<file path="src/common/dma_pkg.sv">
// Purpose: Shared constants for the eight-channel transfer controller.
// Assumes: Avalon-MM byte addresses, one 32-bit word per register.
// Notes: Registers are 16 bits wide and sit in the low half of the word.
`default_nettype none
package dma_pkg;
	localparam int NUM_CH = 8;
	localparam int CH_W = 3;
	localparam int ADDR_W = 9;
	localparam int CNT_W = 10;
	localparam int NUM_IRQ = 16;
	localparam int SEL_W = 4;

	// Channel window: bit 8 clear, channel in bits 7:5, register in 4:2.
	localparam logic [2:0] REG_CTL = 3'h0;
	localparam logic [2:0] REG_SEL = 3'h1;
	localparam logic [2:0] REG_STA = 3'h2;
	localparam logic [2:0] REG_STB = 3'h3;
	localparam logic [2:0] REG_PAD = 3'h4;
	localparam logic [2:0] REG_CNT = 3'h5;
	localparam int CH_LSB = 5;
	localparam int REG_LSB = 2;
	localparam int SHARED_BIT = 8;
	localparam logic [ADDR_W-1:0] OFS_STAT0 = 9'h100;
	localparam logic [ADDR_W-1:0] OFS_STAT1 = 9'h104;
	localparam logic [ADDR_W-1:0] OFS_MASK = 9'h108;

	// Control register fields.
	localparam int CTL_EN = 15;
	localparam int CTL_SIZE = 14;
	localparam int CTL_DIR = 13;
	localparam int CTL_HALF = 12;
	localparam int CTL_NULL_WR = 11;
	localparam int CTL_ADDR_MODE_LO = 4;
	localparam int CTL_MODE_LO = 0;
	localparam logic [15:0] CTL_WMASK = 16'hF833;

	localparam logic [1:0] AM_POSTINC = 2'h0;
	localparam logic [1:0] AM_NOINC = 2'h1;
	localparam logic [1:0] AM_PERIPH = 2'h2;
	localparam int MODE_ONESHOT = 0;
	localparam int MODE_PINGPONG = 1;

	// Status 0: block events in 7:0, request overruns in 15:8.
	localparam int ST0_OVR_LO = 8;
	// Status 1: active channel in 2:0, busy in 3, ping-pong selects in 15:8.
	localparam int ST1_BUSY = 3;
	localparam int ST1_PP_LO = 8;

	localparam logic [15:0] REG_RST = 16'h0000;
	localparam logic [CNT_W-1:0] CNT_RST = 10'h000;
	localparam logic [1:0] BE_LO = 2'h1;
	localparam logic [1:0] BE_HI = 2'h2;
	localparam logic [1:0] BE_WORD = 2'h3;
endpackage : dma_pkg
`default_nettype wire

</file>
<file path="src/verilog/dma_channel_control.sv">
// Purpose: Eight-channel controller between peripherals and buffer RAM.
// Assumes: Peripheral requests are single-cycle pulses on this clock.
// Notes: Registers are reached over Avalon-MM with one wait cycle.
//
// Implementation choices: the register offsets and the Avalon-MM interface to the registers.
`default_nettype none
module dma_channel_control
#(
	parameter int NUM_CH = dma_pkg::NUM_CH
)
(
	input wire logic CLK_I,
	input wire logic RST_N_I,
	input wire logic [8:0] AVS_ADDRESS_I,
	input wire logic AVS_READ_I,
	input wire logic AVS_WRITE_I,
	input wire logic [31:0] AVS_WRITEDATA_I,
	input wire logic [3:0] AVS_BYTEENABLE_I,
	output logic [31:0] AVS_READDATA_O,
	output logic AVS_WAITREQUEST_O,
	input wire logic [15:0] IRQ_REQ_I,
	input wire logic [15:0] PERIPH_OFS_I,
	input wire logic [15:0] RAM_RDATA_I,
	input wire logic [15:0] PER_RDATA_I,
	output logic [15:0] RAM_ADDR_O,
	output logic [15:0] RAM_WDATA_O,
	output logic [1:0] RAM_BE_O,
	output logic RAM_WE_O,
	output logic RAM_RE_O,
	output logic [15:0] PER_ADDR_O,
	output logic [15:0] PER_WDATA_O,
	output logic [1:0] PER_BE_O,
	output logic PER_WE_O,
	output logic PER_RE_O,
	output logic INT_O
);
	localparam int CW = dma_pkg::CNT_W;

	logic [15:0] ctl_q [NUM_CH];
	logic [15:0] sel_q [NUM_CH];
	logic [15:0] sta_q [NUM_CH];
	logic [15:0] stb_q [NUM_CH];
	logic [15:0] pad_q [NUM_CH];
	logic [CW-1:0] cnt_q [NUM_CH];
	logic [CW-1:0] idx_q [NUM_CH];
	logic [NUM_CH-1:0] pp_q;
	logic [NUM_CH-1:0] pend_q;
	logic [15:0] st0_q;
	logic [15:0] mask_q;
	logic wait_q;
	logic busy_q;
	logic start_q;
	logic [2:0] act_q;
	logic [31:0] rdata_q;
	logic irq_q;
	logic mv_done;
	logic [15:0] rd_mux;

	// Merges the two low byte lanes of a write into a 16-bit register.
	function automatic logic [15:0] merge(input logic [15:0] old,
		input logic [31:0] wd, input logic [3:0] be);
		merge = {be[1] ? wd[15:8] : old[15:8], be[0] ? wd[7:0] : old[7:0]};
	endfunction : merge

	// Lowest-numbered set bit of a channel vector.
	function automatic logic [2:0] first_set(input logic [7:0] v);
		first_set = 3'h0;
		for (int i = 7; i >= 0; i--)
		begin
			if (v[i])
				first_set = i[2:0];
		end
	endfunction : first_set

	// Bus decode.
	wire req = AVS_READ_I | AVS_WRITE_I;
	wire do_wr = AVS_WRITE_I & ~wait_q;
	wire shared = AVS_ADDRESS_I[dma_pkg::SHARED_BIT];
	wire [2:0] wr_ch = AVS_ADDRESS_I[dma_pkg::CH_LSB +: 3];
	wire [2:0] wr_reg = AVS_ADDRESS_I[dma_pkg::REG_LSB +: 3];
	wire wr_chan = do_wr & ~shared & (AVS_ADDRESS_I[1:0] == 2'h0);
	wire wr_st0 = do_wr & (AVS_ADDRESS_I == dma_pkg::OFS_STAT0);
	wire wr_mask = do_wr & (AVS_ADDRESS_I == dma_pkg::OFS_MASK);

	// Request detection and arbitration.
	logic [NUM_CH-1:0] hit;
	always_comb
	begin
		for (int c = 0; c < NUM_CH; c++)
			hit[c] = ctl_q[c][dma_pkg::CTL_EN] &
				IRQ_REQ_I[sel_q[c][dma_pkg::SEL_W-1:0]];
	end
	wire [NUM_CH-1:0] ovr = hit & pend_q;
	wire grant = ~busy_q & ~start_q & (|pend_q);
	wire [2:0] gch = first_set(pend_q);

	// Address generation for the active channel.
	wire [15:0] a_ctl = ctl_q[act_q];
	wire [1:0] addr_mode = a_ctl[dma_pkg::CTL_ADDR_MODE_LO +: 2];
	wire [1:0] mode = a_ctl[dma_pkg::CTL_MODE_LO +: 2];
	wire pingpong = mode[dma_pkg::MODE_PINGPONG];
	wire oneshot = mode[dma_pkg::MODE_ONESHOT];
	wire a_byte = a_ctl[dma_pkg::CTL_SIZE];
	wire [15:0] base = (pingpong & pp_q[act_q]) ? stb_q[act_q]
		: sta_q[act_q];
	wire [15:0] idx_ext = {6'h00, idx_q[act_q]};
	wire [15:0] step_ofs = a_byte ? idx_ext : {idx_ext[14:0], 1'b0};
	wire [15:0] ofs = (addr_mode == dma_pkg::AM_NOINC) ? 16'h0000
		: (addr_mode == dma_pkg::AM_PERIPH) ? PERIPH_OFS_I : step_ofs;
	wire [15:0] ram_addr = base + ofs;

	// Element and block bookkeeping.
	wire [CW:0] moved = {1'b0, idx_q[act_q]} + 11'h001;
	wire [CW:0] total = {1'b0, cnt_q[act_q]} + 11'h001;
	wire [CW:0] half = (total + 11'h001) >> 1;
	wire last = moved == total;
	wire blk_evt = mv_done & (a_ctl[dma_pkg::CTL_HALF] ? (moved == half)
		: last);
	wire final_blk = oneshot & (~pingpong | pp_q[act_q]);

	always_comb
	begin
		rd_mux = 16'h0000;
		if (shared)
		begin
			if (AVS_ADDRESS_I == dma_pkg::OFS_STAT0)
				rd_mux = st0_q;
			else if (AVS_ADDRESS_I == dma_pkg::OFS_STAT1)
			begin
				rd_mux[2:0] = act_q;
				rd_mux[dma_pkg::ST1_BUSY] = busy_q;
				rd_mux[dma_pkg::ST1_PP_LO +: 8] = pp_q;
			end
			else if (AVS_ADDRESS_I == dma_pkg::OFS_MASK)
				rd_mux = mask_q;
		end
		else if (AVS_ADDRESS_I[1:0] == 2'h0)
		begin
			case (wr_reg)
				dma_pkg::REG_CTL: rd_mux = ctl_q[wr_ch] & dma_pkg::CTL_WMASK;
				dma_pkg::REG_SEL: rd_mux = sel_q[wr_ch];
				dma_pkg::REG_STA: rd_mux = sta_q[wr_ch];
				dma_pkg::REG_STB: rd_mux = stb_q[wr_ch];
				dma_pkg::REG_PAD: rd_mux = pad_q[wr_ch];
				dma_pkg::REG_CNT: rd_mux = {6'h00, cnt_q[wr_ch]};
				default: rd_mux = 16'h0000;
			endcase
		end
	end

	// Avalon slave: one wait cycle, read data captured with it.
	always_ff @(posedge CLK_I or negedge RST_N_I)
	begin
		if (!RST_N_I)
		begin
			wait_q <= 1'b1;
			rdata_q <= 32'h0000_0000;
		end
		else
		begin
			wait_q <= ~(req & wait_q);
			if (AVS_READ_I & wait_q)
				rdata_q <= {16'h0000, rd_mux};
		end
	end

	// Channel registers and per-channel state.
	always_ff @(posedge CLK_I or negedge RST_N_I)
	begin
		if (!RST_N_I)
		begin
			for (int c = 0; c < NUM_CH; c++)
			begin
				ctl_q[c] <= dma_pkg::REG_RST;
				sel_q[c] <= dma_pkg::REG_RST;
				sta_q[c] <= dma_pkg::REG_RST;
				stb_q[c] <= dma_pkg::REG_RST;
				pad_q[c] <= dma_pkg::REG_RST;
				cnt_q[c] <= dma_pkg::CNT_RST;
				idx_q[c] <= dma_pkg::CNT_RST;
			end
			pp_q <= 8'h00;
			pend_q <= 8'h00;
		end
		else
		begin
			for (int c = 0; c < NUM_CH; c++)
			begin
				// A new request wins over the clear at grant.
				pend_q[c] <= hit[c] |
					(pend_q[c] & ~(grant & (gch == c[2:0])));
				if (mv_done & (act_q == c[2:0]))
				begin
					if (last)
					begin
						idx_q[c] <= dma_pkg::CNT_RST;
						if (pingpong)
							pp_q[c] <= ~pp_q[c];
						if (final_blk)
							ctl_q[c][dma_pkg::CTL_EN] <= 1'b0;
					end
					else
						idx_q[c] <= moved[CW-1:0];
				end
				if (wr_chan & (wr_ch == c[2:0]))
				begin
					case (wr_reg)
						dma_pkg::REG_CTL:
						begin
							ctl_q[c] <= merge(ctl_q[c], AVS_WRITEDATA_I,
								AVS_BYTEENABLE_I) & dma_pkg::CTL_WMASK;
							idx_q[c] <= dma_pkg::CNT_RST;
							pp_q[c] <= 1'b0;
						end
						dma_pkg::REG_SEL: sel_q[c] <= merge(sel_q[c],
							AVS_WRITEDATA_I, AVS_BYTEENABLE_I);
						dma_pkg::REG_STA: sta_q[c] <= merge(sta_q[c],
							AVS_WRITEDATA_I, AVS_BYTEENABLE_I);
						dma_pkg::REG_STB: stb_q[c] <= merge(stb_q[c],
							AVS_WRITEDATA_I, AVS_BYTEENABLE_I);
						dma_pkg::REG_PAD: pad_q[c] <= merge(pad_q[c],
							AVS_WRITEDATA_I, AVS_BYTEENABLE_I);
						dma_pkg::REG_CNT:
							cnt_q[c] <= CW'(merge({6'h00, cnt_q[c]},
								AVS_WRITEDATA_I, AVS_BYTEENABLE_I));
						default:
							cnt_q[c] <= cnt_q[c];
					endcase
				end
			end
		end
	end

	// Engine sequencing, shared status and interrupt.
	wire [15:0] evt = {ovr, 8'h00} | {8'h00, blk_evt ? (8'h01 << act_q) : 8'h00};
	wire [15:0] st0_clr = wr_st0 ? merge(16'h0000, AVS_WRITEDATA_I,
		AVS_BYTEENABLE_I) : 16'h0000;

	always_ff @(posedge CLK_I or negedge RST_N_I)
	begin
		if (!RST_N_I)
		begin
			busy_q <= 1'b0;
			start_q <= 1'b0;
			act_q <= 3'h0;
			st0_q <= dma_pkg::REG_RST;
			mask_q <= dma_pkg::REG_RST;
			irq_q <= 1'b0;
		end
		else
		begin
			start_q <= grant;
			if (grant)
			begin
				act_q <= gch;
				busy_q <= 1'b1;
			end
			else if (mv_done)
				busy_q <= 1'b0;
			st0_q <= evt | (st0_q & ~st0_clr);
			if (wr_mask)
				mask_q <= merge(mask_q, AVS_WRITEDATA_I, AVS_BYTEENABLE_I);
			irq_q <= |(st0_q & mask_q);
		end
	end

	dma_mover u_mover
	(
		.clk_i(CLK_I),
		.rst_n_i(RST_N_I),
		.start_i(start_q),
		.to_per_i(a_ctl[dma_pkg::CTL_DIR]),
		.byte_i(a_byte),
		.null_wr_i(a_ctl[dma_pkg::CTL_NULL_WR]),
		.ram_addr_i(ram_addr),
		.per_addr_i(pad_q[act_q]),
		.ram_rdata_i(RAM_RDATA_I),
		.per_rdata_i(PER_RDATA_I),
		.ram_addr_o(RAM_ADDR_O),
		.ram_wdata_o(RAM_WDATA_O),
		.ram_be_o(RAM_BE_O),
		.ram_we_o(RAM_WE_O),
		.ram_re_o(RAM_RE_O),
		.per_addr_o(PER_ADDR_O),
		.per_wdata_o(PER_WDATA_O),
		.per_be_o(PER_BE_O),
		.per_we_o(PER_WE_O),
		.per_re_o(PER_RE_O),
		.done_o(mv_done)
	);

	assign AVS_READDATA_O = rdata_q;
	assign AVS_WAITREQUEST_O = wait_q;
	assign INT_O = irq_q;
endmodule : dma_channel_control
`default_nettype wire

</file>
<file path="src/verilog/dma_mover.sv">
// Purpose: Moves one element from source to destination bus.
// Assumes: Both buses return read data the cycle after the read strobe.
// Notes: Strobes are single-cycle pulses; done pulses once per element.
`default_nettype none
module dma_mover
(
	input wire logic clk_i,
	input wire logic rst_n_i,
	input wire logic start_i,
	input wire logic to_per_i,
	input wire logic byte_i,
	input wire logic null_wr_i,
	input wire logic [15:0] ram_addr_i,
	input wire logic [15:0] per_addr_i,
	input wire logic [15:0] ram_rdata_i,
	input wire logic [15:0] per_rdata_i,
	output logic [15:0] ram_addr_o,
	output logic [15:0] ram_wdata_o,
	output logic [1:0] ram_be_o,
	output logic ram_we_o,
	output logic ram_re_o,
	output logic [15:0] per_addr_o,
	output logic [15:0] per_wdata_o,
	output logic [1:0] per_be_o,
	output logic per_we_o,
	output logic per_re_o,
	output logic done_o
);
	typedef enum logic [2:0] {IDLE, FETCH, CAPTURE, STORE, NULLWR} mv_state_t;

	mv_state_t state_q;
	logic to_per_q;
	logic byte_q;
	logic null_wr_q;

	function automatic logic [1:0] lanes(input logic is_byte, input logic a0);
		lanes = is_byte ? (a0 ? dma_pkg::BE_HI : dma_pkg::BE_LO)
			: dma_pkg::BE_WORD;
	endfunction : lanes

	wire [15:0] src_data = to_per_q ? ram_rdata_i : per_rdata_i;
	wire src_a0 = to_per_q ? ram_addr_o[0] : per_addr_o[0];
	wire [7:0] src_byte = src_a0 ? src_data[15:8] : src_data[7:0];
	wire [15:0] put_data = byte_q ? {src_byte, src_byte} : src_data;

	always_ff @(posedge clk_i or negedge rst_n_i)
	begin
		if (!rst_n_i)
		begin
			state_q <= IDLE;
			{to_per_q, byte_q, null_wr_q} <= 3'h0;
			{ram_addr_o, per_addr_o} <= 32'h0000_0000;
			{ram_wdata_o, per_wdata_o} <= 32'h0000_0000;
			{ram_be_o, per_be_o} <= 4'h0;
			{ram_we_o, ram_re_o, per_we_o, per_re_o, done_o} <= 5'h00;
		end
		else
		begin
			{ram_we_o, ram_re_o, per_we_o, per_re_o, done_o} <= 5'h00;
			case (state_q)
				IDLE:
					if (start_i)
					begin
						to_per_q <= to_per_i;
						byte_q <= byte_i;
						null_wr_q <= null_wr_i & ~to_per_i;
						ram_addr_o <= ram_addr_i;
						per_addr_o <= per_addr_i;
						ram_be_o <= lanes(byte_i, ram_addr_i[0]);
						per_be_o <= lanes(byte_i, per_addr_i[0]);
						ram_re_o <= to_per_i;
						per_re_o <= ~to_per_i;
						state_q <= FETCH;
					end
				FETCH:
					state_q <= CAPTURE;
				CAPTURE:
				begin
					ram_wdata_o <= put_data;
					per_wdata_o <= put_data;
					ram_we_o <= ~to_per_q;
					per_we_o <= to_per_q;
					state_q <= STORE;
				end
				STORE:
					if (null_wr_q)
					begin
						per_wdata_o <= 16'h0000;
						per_we_o <= 1'b1;
						state_q <= NULLWR;
					end
					else
					begin
						done_o <= 1'b1;
						state_q <= IDLE;
					end
				NULLWR:
				begin
					done_o <= 1'b1;
					state_q <= IDLE;
				end
				default:
					state_q <= IDLE;
			endcase
		end
	end
endmodule : dma_mover
`default_nettype wire

</file>
<file path="config.mk">
export PLATFORM = sky130hd
export DESIGN_NAME = dma_channel_control
export DESIGN_NICKNAME = d
export VERILOG_FILES = /design/src/common/dma_pkg.sv /design/src/verilog/dma_channel_control.sv /design/src/verilog/dma_mover.sv
export SDC_FILE = /design/constraint.sdc
export NUM_CORES = 2
export LEC_CHECK = 0
export BUFFER_PORTS_ARGS = -buffer_cell sky130_fd_sc_hd__buf_2
export CORE_UTILIZATION = 62
export DETAILED_ROUTE_END_ITERATION = 6
export PLACE_DENSITY = 0.87
export SLEW_MARGIN = 20
export SYNTH_ARGS = -nofsm -noshare
export SYNTH_HDL_FRONTEND = slang
export SYNTH_SLANG_ARGS = --single-unit
</file>
<file path="constraint.sdc">
create_clock -name CLK_I -period 7.65 [get_ports CLK_I]
set_input_delay 1.53 -clock CLK_I [delete_from_list [all_inputs] [get_ports CLK_I]]
set_output_delay 1.53 -clock CLK_I [all_outputs]
set_load 0.03 [all_outputs]
</file>
Word-level counts from Yosys, hierarchy flattened
Index checks and enable logic that the tools add are counted.
{ "word_totals": {"register_bits": 894, "in_bits": 113, "out_inout_bits": 106, "elab_cells": 630} }
{ "op_classes": {"n_addsub": 4, "n_lt_le_gt_ge": 11, "n_eq_ne": 47, "shifts": 1, "muxes": 224, "bitwise": 95, "n_reduce_logical": 110} }
{ "ops": {"columns": ["operator", "n"], "rows": [
  ["16-bit 2-to-1 mux", 43],
  ["16-bit binary-select mux with 3-bit select", 9],
  ["10-bit 2-to-1 mux", 31],
  ["3-bit AND reduction", 96],
  ["8-bit 2-to-1 mux", 13],
  ["16-bit case mux with 6 select lines", 1],
  ["10-bit binary-select mux with 3-bit select", 3],
  ["1-bit 2-to-1 mux", 84],
  ["1-bit AND", 53],
  ["6-bit 2-to-1 mux", 8],
  ["3-bit equality test, second input constant", 15],
  ["4-bit by 5-bit < comparator with 1-bit output, second input constant", 8],
  ["16-bit AND", 2],
  ["1-bit binary-select mux with 4-bit select", 8],
  ["16-bit case mux with 2 select lines", 1],
  ["3-bit by 2-bit equality test with 1-bit output, second input constant", 10],
  ["15-bit 2-to-1 mux", 2],
  ["3-bit 2-to-1 mux", 10],
  ["9-bit equality test, second input constant", 3],
  ["3-bit inequality test, second input constant", 8],
  ["1-bit inverter", 24],
  ["10-bit by 1-bit adder with 11-bit output, second input constant", 2],
  ["16-bit adder", 1],
  ["16-bit inverter", 1],
  ["28 further kinds", 56]
]} }

Logic depth before layout (Yosys ltp)
{ "depth": {"ltp_word": 13, "ltp_mapped": 26, "mapped_depth_nobuf": 19} }

Modules after synthesis
A second synthesis with hierarchy kept.
{ "hier_totals": {"hier_cells": 3621, "hier_area_um2": 48013.5} }
{ "by_module_without_submodules": {"columns": ["mod", "n_inst", "cells_per_inst", "area_each_um2", "seq_area_each_um2"], "rows": [
  ["dma_channel_control", 1, 3341, 44606.5, 20395.8],
  ["dma_mover", 1, 280, 3407.0, 1976.9]
]} }

Worst setup path after synthesis
OpenSTA, ideal clock, no wires.
{ "synth_path": {"path_type": "reg-to-reg", "start": "reg act_q[0]", "end": "reg u_mover.ram_addr_o[14]", "setup_ns": 0.096, "arrival_time_ns": 5.715, "required_ns": 7.554, "slack_ns": 1.839, "path_stages_with_launch": 27, "path_buffers": 8, "synth_period_minus_slack_ns": 5.811, "cell_sequence": "dfrtp_1 buf_6 buf_12 buf_8 buf_6 buf_6 buf_4 buf_2 mux4_2 mux2i_2 a21oi_1 clkbuf_1 mux4_2 ha_1 inv_1 fa_1 nor2b_1 o21ai_0 a21boi_0 o21ai_0 a21oi_1 o21ai_0 a21boi_0 o31a_1 o211a_1 o21a_1 o31ai_1"} }
{ "synth_between": {"elab_chain_len": 8, "word_cells_on_any_way": 23, "classes_between": "add/sub: 1; eq/ne: 2; mux: 18; bitwise: 2"} }
{ "synth_lines": {"columns": ["element", "line", "source"], "rows": [
  ["start, declared", "dma_channel_control.sv:53", "logic [2:0] act_q;"],
  ["start signal, assigned", "dma_channel_control.sv:255", "act_q <= gch;"],
  ["3-bit inverter with 4-bit output (implied by the code)", null, null],
  ["16-bit binary-select mux with 3-bit select or 10-bit binary-select mux with 3-bit select (tied branches)", "dma_channel_control.sv:98, dma_channel_control.sv:106", null],
  ["15-bit 2-to-1 mux (implied by the code) or 10-bit 2-to-1 mux (tied branches) (2 in series)", "dma_channel_control.sv:98, dma_channel_control.sv:106", null],
  ["2-bit equality test or 11-bit 2-to-1 mux (tied branches)", "dma_channel_control.sv:109, dma_channel_control.sv:107", null],
  ["16-bit 2-to-1 mux", "dma_channel_control.sv:109", ": (addr_mode == dma_pkg::AM_PERIPH) ? PERIPH_OFS_I : step_ofs;"],
  ["16-bit 2-to-1 mux", "dma_channel_control.sv:108", "wire [15:0] ofs = (addr_mode == dma_pkg::AM_NOINC) ? 16'h0000"],
  ["16-bit adder (*)", "dma_channel_control.sv:110", "wire [15:0] ram_addr = base + ofs;"],
  ["end signal, assigned", "dma_mover.sv:67", "ram_addr_o <= ram_addr_i;"],
  ["end, declared", "dma_mover.sv:17", "output logic [15:0] ram_addr_o,"]
]} }
Mark *: on every way between the ends. The rest lies on a longest branch, timed or not. The select of a mux whose other input is x is not followed.
A chain may end at the register's enable or synchronous reset.

Worst setup path in the final report
{ "layout_path": {"start": "reg act_q[0]", "end": "reg pp_q[1]"} }
{ "layout_between": {"elab_chain_len": 10, "word_cells_on_any_way": 20, "classes_between": "add/sub: 2; eq/ne: 2; mux: 14; bitwise: 2"} }
{ "layout_lines": {"columns": ["element", "line", "source"], "rows": [
  ["3-bit inverter with 4-bit output (implied by the code)", "dma_channel_control.sv:98, dma_channel_control.sv:113, dma_channel_control.sv:114", null],
  ["10-bit binary-select mux with 3-bit select, on equally long branches", "dma_channel_control.sv:113, dma_channel_control.sv:114", null],
  ["10-bit 2-to-1 mux, on equally long branches (2 in series)", "dma_channel_control.sv:113, dma_channel_control.sv:114", null],
  ["10-bit by 1-bit adder with 11-bit output, on equally long branches", "dma_channel_control.sv:113, dma_channel_control.sv:114", null],
  ["11-bit equality test", "dma_channel_control.sv:116", "wire last = moved == total;"],
  ["1-bit 2-to-1 mux", "dma_channel_control.sv:194", "if (last)"],
  ["1-bit 2-to-1 mux (*)", "dma_channel_control.sv:192", "if (mv_done & (act_q == c[2:0]))"],
  ["1-bit 2-to-1 mux", "dma_channel_control.sv:207", "case (wr_reg)"],
  ["1-bit 2-to-1 mux (*)", "dma_channel_control.sv:205", "if (wr_chan & (wr_ch == c[2:0]))"],
  ["end signal, assigned by index", "dma_channel_control.sv:198", "pp_q[c] <= ~pp_q[c];"],
  ["end, declared", "dma_channel_control.sv:46", "logic [NUM_CH-1:0] pp_q;"]
]} }
Marked as above.

==> flow_summary.json <==
{
  "status": "finished, violations left",
  "violations": "DRC",
  "relSlewSlack_pct": 16.6,
  "pin_count": 219,
  "numCtsBuffers": 89,
  "synth-xor-area-share_pct": 1.20,
  "die_x_um": 280,
  "slowest_delay_ps": 850,
  "post-route-min-period_ps": 5950,
  "crit_buf_inv": 2,
  "ys_ff_latch": 894,
  "num_vias": 34612,
  "cp.required_ps": 8190,
  "cts_root_buf": "clkbuf_16",
  "drt_first_pass_iters": 7,
  "cellLeakagePower_uw": 0.0239,
  "whs_endpoint": "u_mover.per_be_o[0]$_DFFE_PN0P_",
  "ctsHoldBuffers": 0,
  "ant_nets": 0,
  "synth_fa_ha_area_share_pct": 0.512,
  "min-delay-start": "u_mover.per_be_o[0]$_DFFE_PN0P_",
  "rows": 101,
  "seq_power_share_pct": 37.9,
  "die_area_um2": 78400,
  "clkPwrFrac_pct": 31.6,
  "start_util_pct": 62.9,
  "grt_pass1_wl_um": 217000,
  "reg2reg_to": "pp_q[1]$_DFF_PN0_",
  "cts_buffer_depth": 3,
  "grtUsageTotal_pct": 37.0,
  "wl_um": 143000,
  "routed_via_density": 7.22,
  "rrSetupSlack_ps": 1700,
  "post-cts-setup-buffers": 0,
  "grt_pass1_vias": 35085,
  "synth.yosys.warnings": 0,
  "crit_slowest_cell": "or4_4",
  "cp.arrival_ps": 6490,
  "synth_top_family_by_area": "multiplexers",
  "setup.worst_path.start_class": "register",
  "drc": 51,
  "worstPathCellList": "buf_4, mux4_2, mux2i_2, inv_1, ha_1, nand2b_1, a41oi_1, a311oi_1, xor2_1, xor2_1, or4b_1, or4_4, nor3_2, xnor2_1, nor2_1",
  "finalCritPeriodShare_pct": 77.8,
  "synth.cell_area_um2": 47900,
  "grt_max_degree": 175,
  "path_common_cell": "xor2_1",
  "gp_congestion": 1.02,
  "first_iter_violations": 4630,
  "regToRegStartpoint": "act_q[0]$_DFFE_PN0P_",
  "power_frac_comb_pct": 30.5,
  "fin_util_pct": 69.2,
  "worst_slew_pin_slew_ps": 1240,
  "synth-simple-area-share_pct": 7.49,
  "holdPathStages": 2,
  "reg2reg_depth": 15,
  "rsz0062_at_grt": "no",
  "drive_above_1_share_pct": 40.2,
  "p_int_uw": 9490,
  "pwr_density_cell_nw_per_um2": 279,
  "cts_max_level": 3,
  "finalClockSkew_ps": 32.2,
  "cts_resized": 0,
  "synth_edf_count": 0,
  "startpoint": "act_q[0]$_DFFE_PN0P_",
  "synthFlopType": "dfrtp_1",
  "ir_worst_vdd_mv": 0.245,
  "swShare_pct": 35.5,
  "area_delta_synth_final_pct": 10.0,
  "cp-end-kind": "register",
  "dp_hpwl_um": 92600,
  "grt_overflow": 0,
  "cts_tree": "yes",
  "p_sw_uw": 5210,
  "setup_viol": 0,
  "drv_cap": 0,
  "cp_top_family": "simple AND/OR/NAND/NOR gates",
  "antenna_found_initial": 8,
  "maxClockFrequency_mhz": 168,
  "yosysSeqAreaShare_pct": 46.7,
  "hold_path.class": "reg2reg",
  "synthArstFlopShare_pct": 100,
  "clock_latency_ps": 660,
  "crit_fanout": 74,
  "core-area_um2": 76200,
  "fp.dieH_um": 280,
  "tns_ps": 0,
  "synth_mux_area_share_pct": 36.0,
  "cts.clk_slew.worst_paths_ps": 70,
  "maxSlewViolCount": 0,
  "synthDistinctLibCells": 87,
  "io_buffers": 184,
  "layout.nets": 3815,
  "syn-instance-count": 3617,
  "crit_type": "reg2reg",
  "avgSynthCellArea_um2": 13.2,
  "wire_per_inst_um": 29.9,
  "hold_violations": 0,
  "synth_compound_area_share_pct": 5.39,
  "cts.sinks": 894
}
## power groups by stage
stage / clock, µW / combinational [µW] / sequential (µW)
2_1_floorplan: 0 / 2910 / 5780
3_3_place_gp: 0 / 4260 / 5610
3_5_place_dp: 0 / 4350 / 5630
4_1_cts: 4650 / 4390 / 5560
5_1_grt: 4830 / 4730 / 5610
6_report: 4640 / 4490 / 5570
## per-stage QoR
stage / instance area, µm² / hold WS (ps) / setup WS [ps] / instances / power [µW]
floorplan: 48000 / 444 / 1840 / 3632 / 8700
global placement: 49600 / 453 / 1840 / 4622 / 9870
detailed placement: 49600 / 457 / 1760 / 4622 / 9980
CTS: 52700 / 473 / 1740 / 4789 / 14600
global route: 52700 / 490 / 1360 / 4790 / 15200
finish: 52700 / 471 / 1700 / 4794 / 14700
## synthesized netlist by cell type, types with 24 or more instances
library cell / count / area [µm²]
o21ai_0: 39 / 195
mux2_2: 686 / 7720
dfrtp_1: 893 / 22300
o22ai_1: 25 / 156
xnor2_1: 43 / 377
buf_1: 40 / 150
nand3_1: 105 / 526
nand2_1: 388 / 1460
clkbuf_1: 197 / 739
a21oi_1: 124 / 621
mux4_2: 383 / 8630
nor2_1: 173 / 649
a31oi_1: 24 / 150
nor3_1: 25 / 125
mux2i_1: 78 / 781
## worst min-delay path, cell delays in order (launching register included)
cell and delay, ps:
dfrtp_1 340, nand2_1 50, nand2_1 50
## layout by cell type, fill, tap and decap left out, types with 9 or more instances in the layout
cell type,count
a31oi_1,24
a221oi_1,15
clkinv_2,14
bufinv_16,9
nand2_1,388
mux2i_1,77
conb_1,16
nor2_1,172
buf_2,180
ha_1,18
nor2b_1,12
o31ai_1,18
xnor2_1,42
dfrtp_1,890
o21ai_1,11
a22o_1,11
and3_1,12
and2_1,10
clkbuf_1,19
a222oi_1,12
o21ai_0,39
nor4_1,11
mux2_2,686
a21oi_1,123
nand2b_1,11
nor3_1,19
clkbuf_8,21
clkbuf_16,89
xor2_1,13
inv_1,20
mux4_2,383
o22ai_1,25
nand3_1,105
a22oi_1,20
nand4_1,9
buf_4,48
a21o_1,23
## state kept, by name, summed over array words and instances (netlist names), 2 cells and up
signal / cells
pp_q: 8
u_mover.per_addr_o: 16
u_mover.state_q: 3
mask_q: 16
u_mover.per_be_o: 2
act_q: 3
st0_q: 16
u_mover.per_wdata_o: 16
u_mover.ram_be_o: 2
pend_q: 8
stb_q: 128
idx_q: 80
ctl_q: 72
sta_q: 128
pad_q: 128
cnt_q: 80
sel_q: 128
u_mover.ram_addr_o: 16
AVS_READDATA_O: 16
u_mover.ram_wdata_o: 16
## logic make-up after synthesis
family                     after synthesis
buffers and inverters                  300
AOI/OAI and AO/OA                      386
xor gates and xnor gates                60
and+or+nand+nor                        803
DFF                                    894
adders and majority gates               19
other                                    1
muxes                                 1154
## how the worst max path moves through the flow
| stage | slack [ps] | cells past startpoint | end |
|---|---|---|---|
| detailed placement | 1760 | 15 | pp_q[1]$_DFF_PN0_ |
| floorplan | 1840 | 26 | u_mover.ram_addr_o[14]$_DFFE_PN0P_ |
| finish | 1700 | 15 | pp_q[1]$_DFF_PN0_ |
| global route | 1360 | 19 | u_mover.ram_addr_o[14]$_DFFE_PN0P_ |
| CTS | 1740 | 15 | pp_q[1]$_DFF_PN0_ |
| global placement | 1840 | 15 | pp_q[1]$_DFF_PN0_ |
## area by class of cell
| class | instances | area, µm² |
|---|---|---|
| Tap cell | 1030 | 1290 |
| Clock buffer | 128 | 2570 |
| Antenna cell | 5 | 12.5 |
| Timing Repair Buffer | 239 | 1470 |
| Inverter | 21 | 78.8 |
| Sequential cell | 894 | 22400 |
| Multi-Input combinational cell | 2438 | 24400 |
| Clock inverter | 39 | 541 |
| Fill cell | 4804 | 23500 |
## metal layers
| layer | vias to the layer above | part of all wire, % | GRT usage (%) |
|---|---|---|---|
| met1 | 17714 | 35 | 47.2 |
| met5 | - | 0.043 | 0 |
| met2 | 2551 | 46 | 56.6 |
| li1 | 13753 | - | - |
| met4 | 8 | 6.1 | 20.2 |
| met3 | 586 | 12 | 11.7 |
Power figures use the tool's default switching activity.
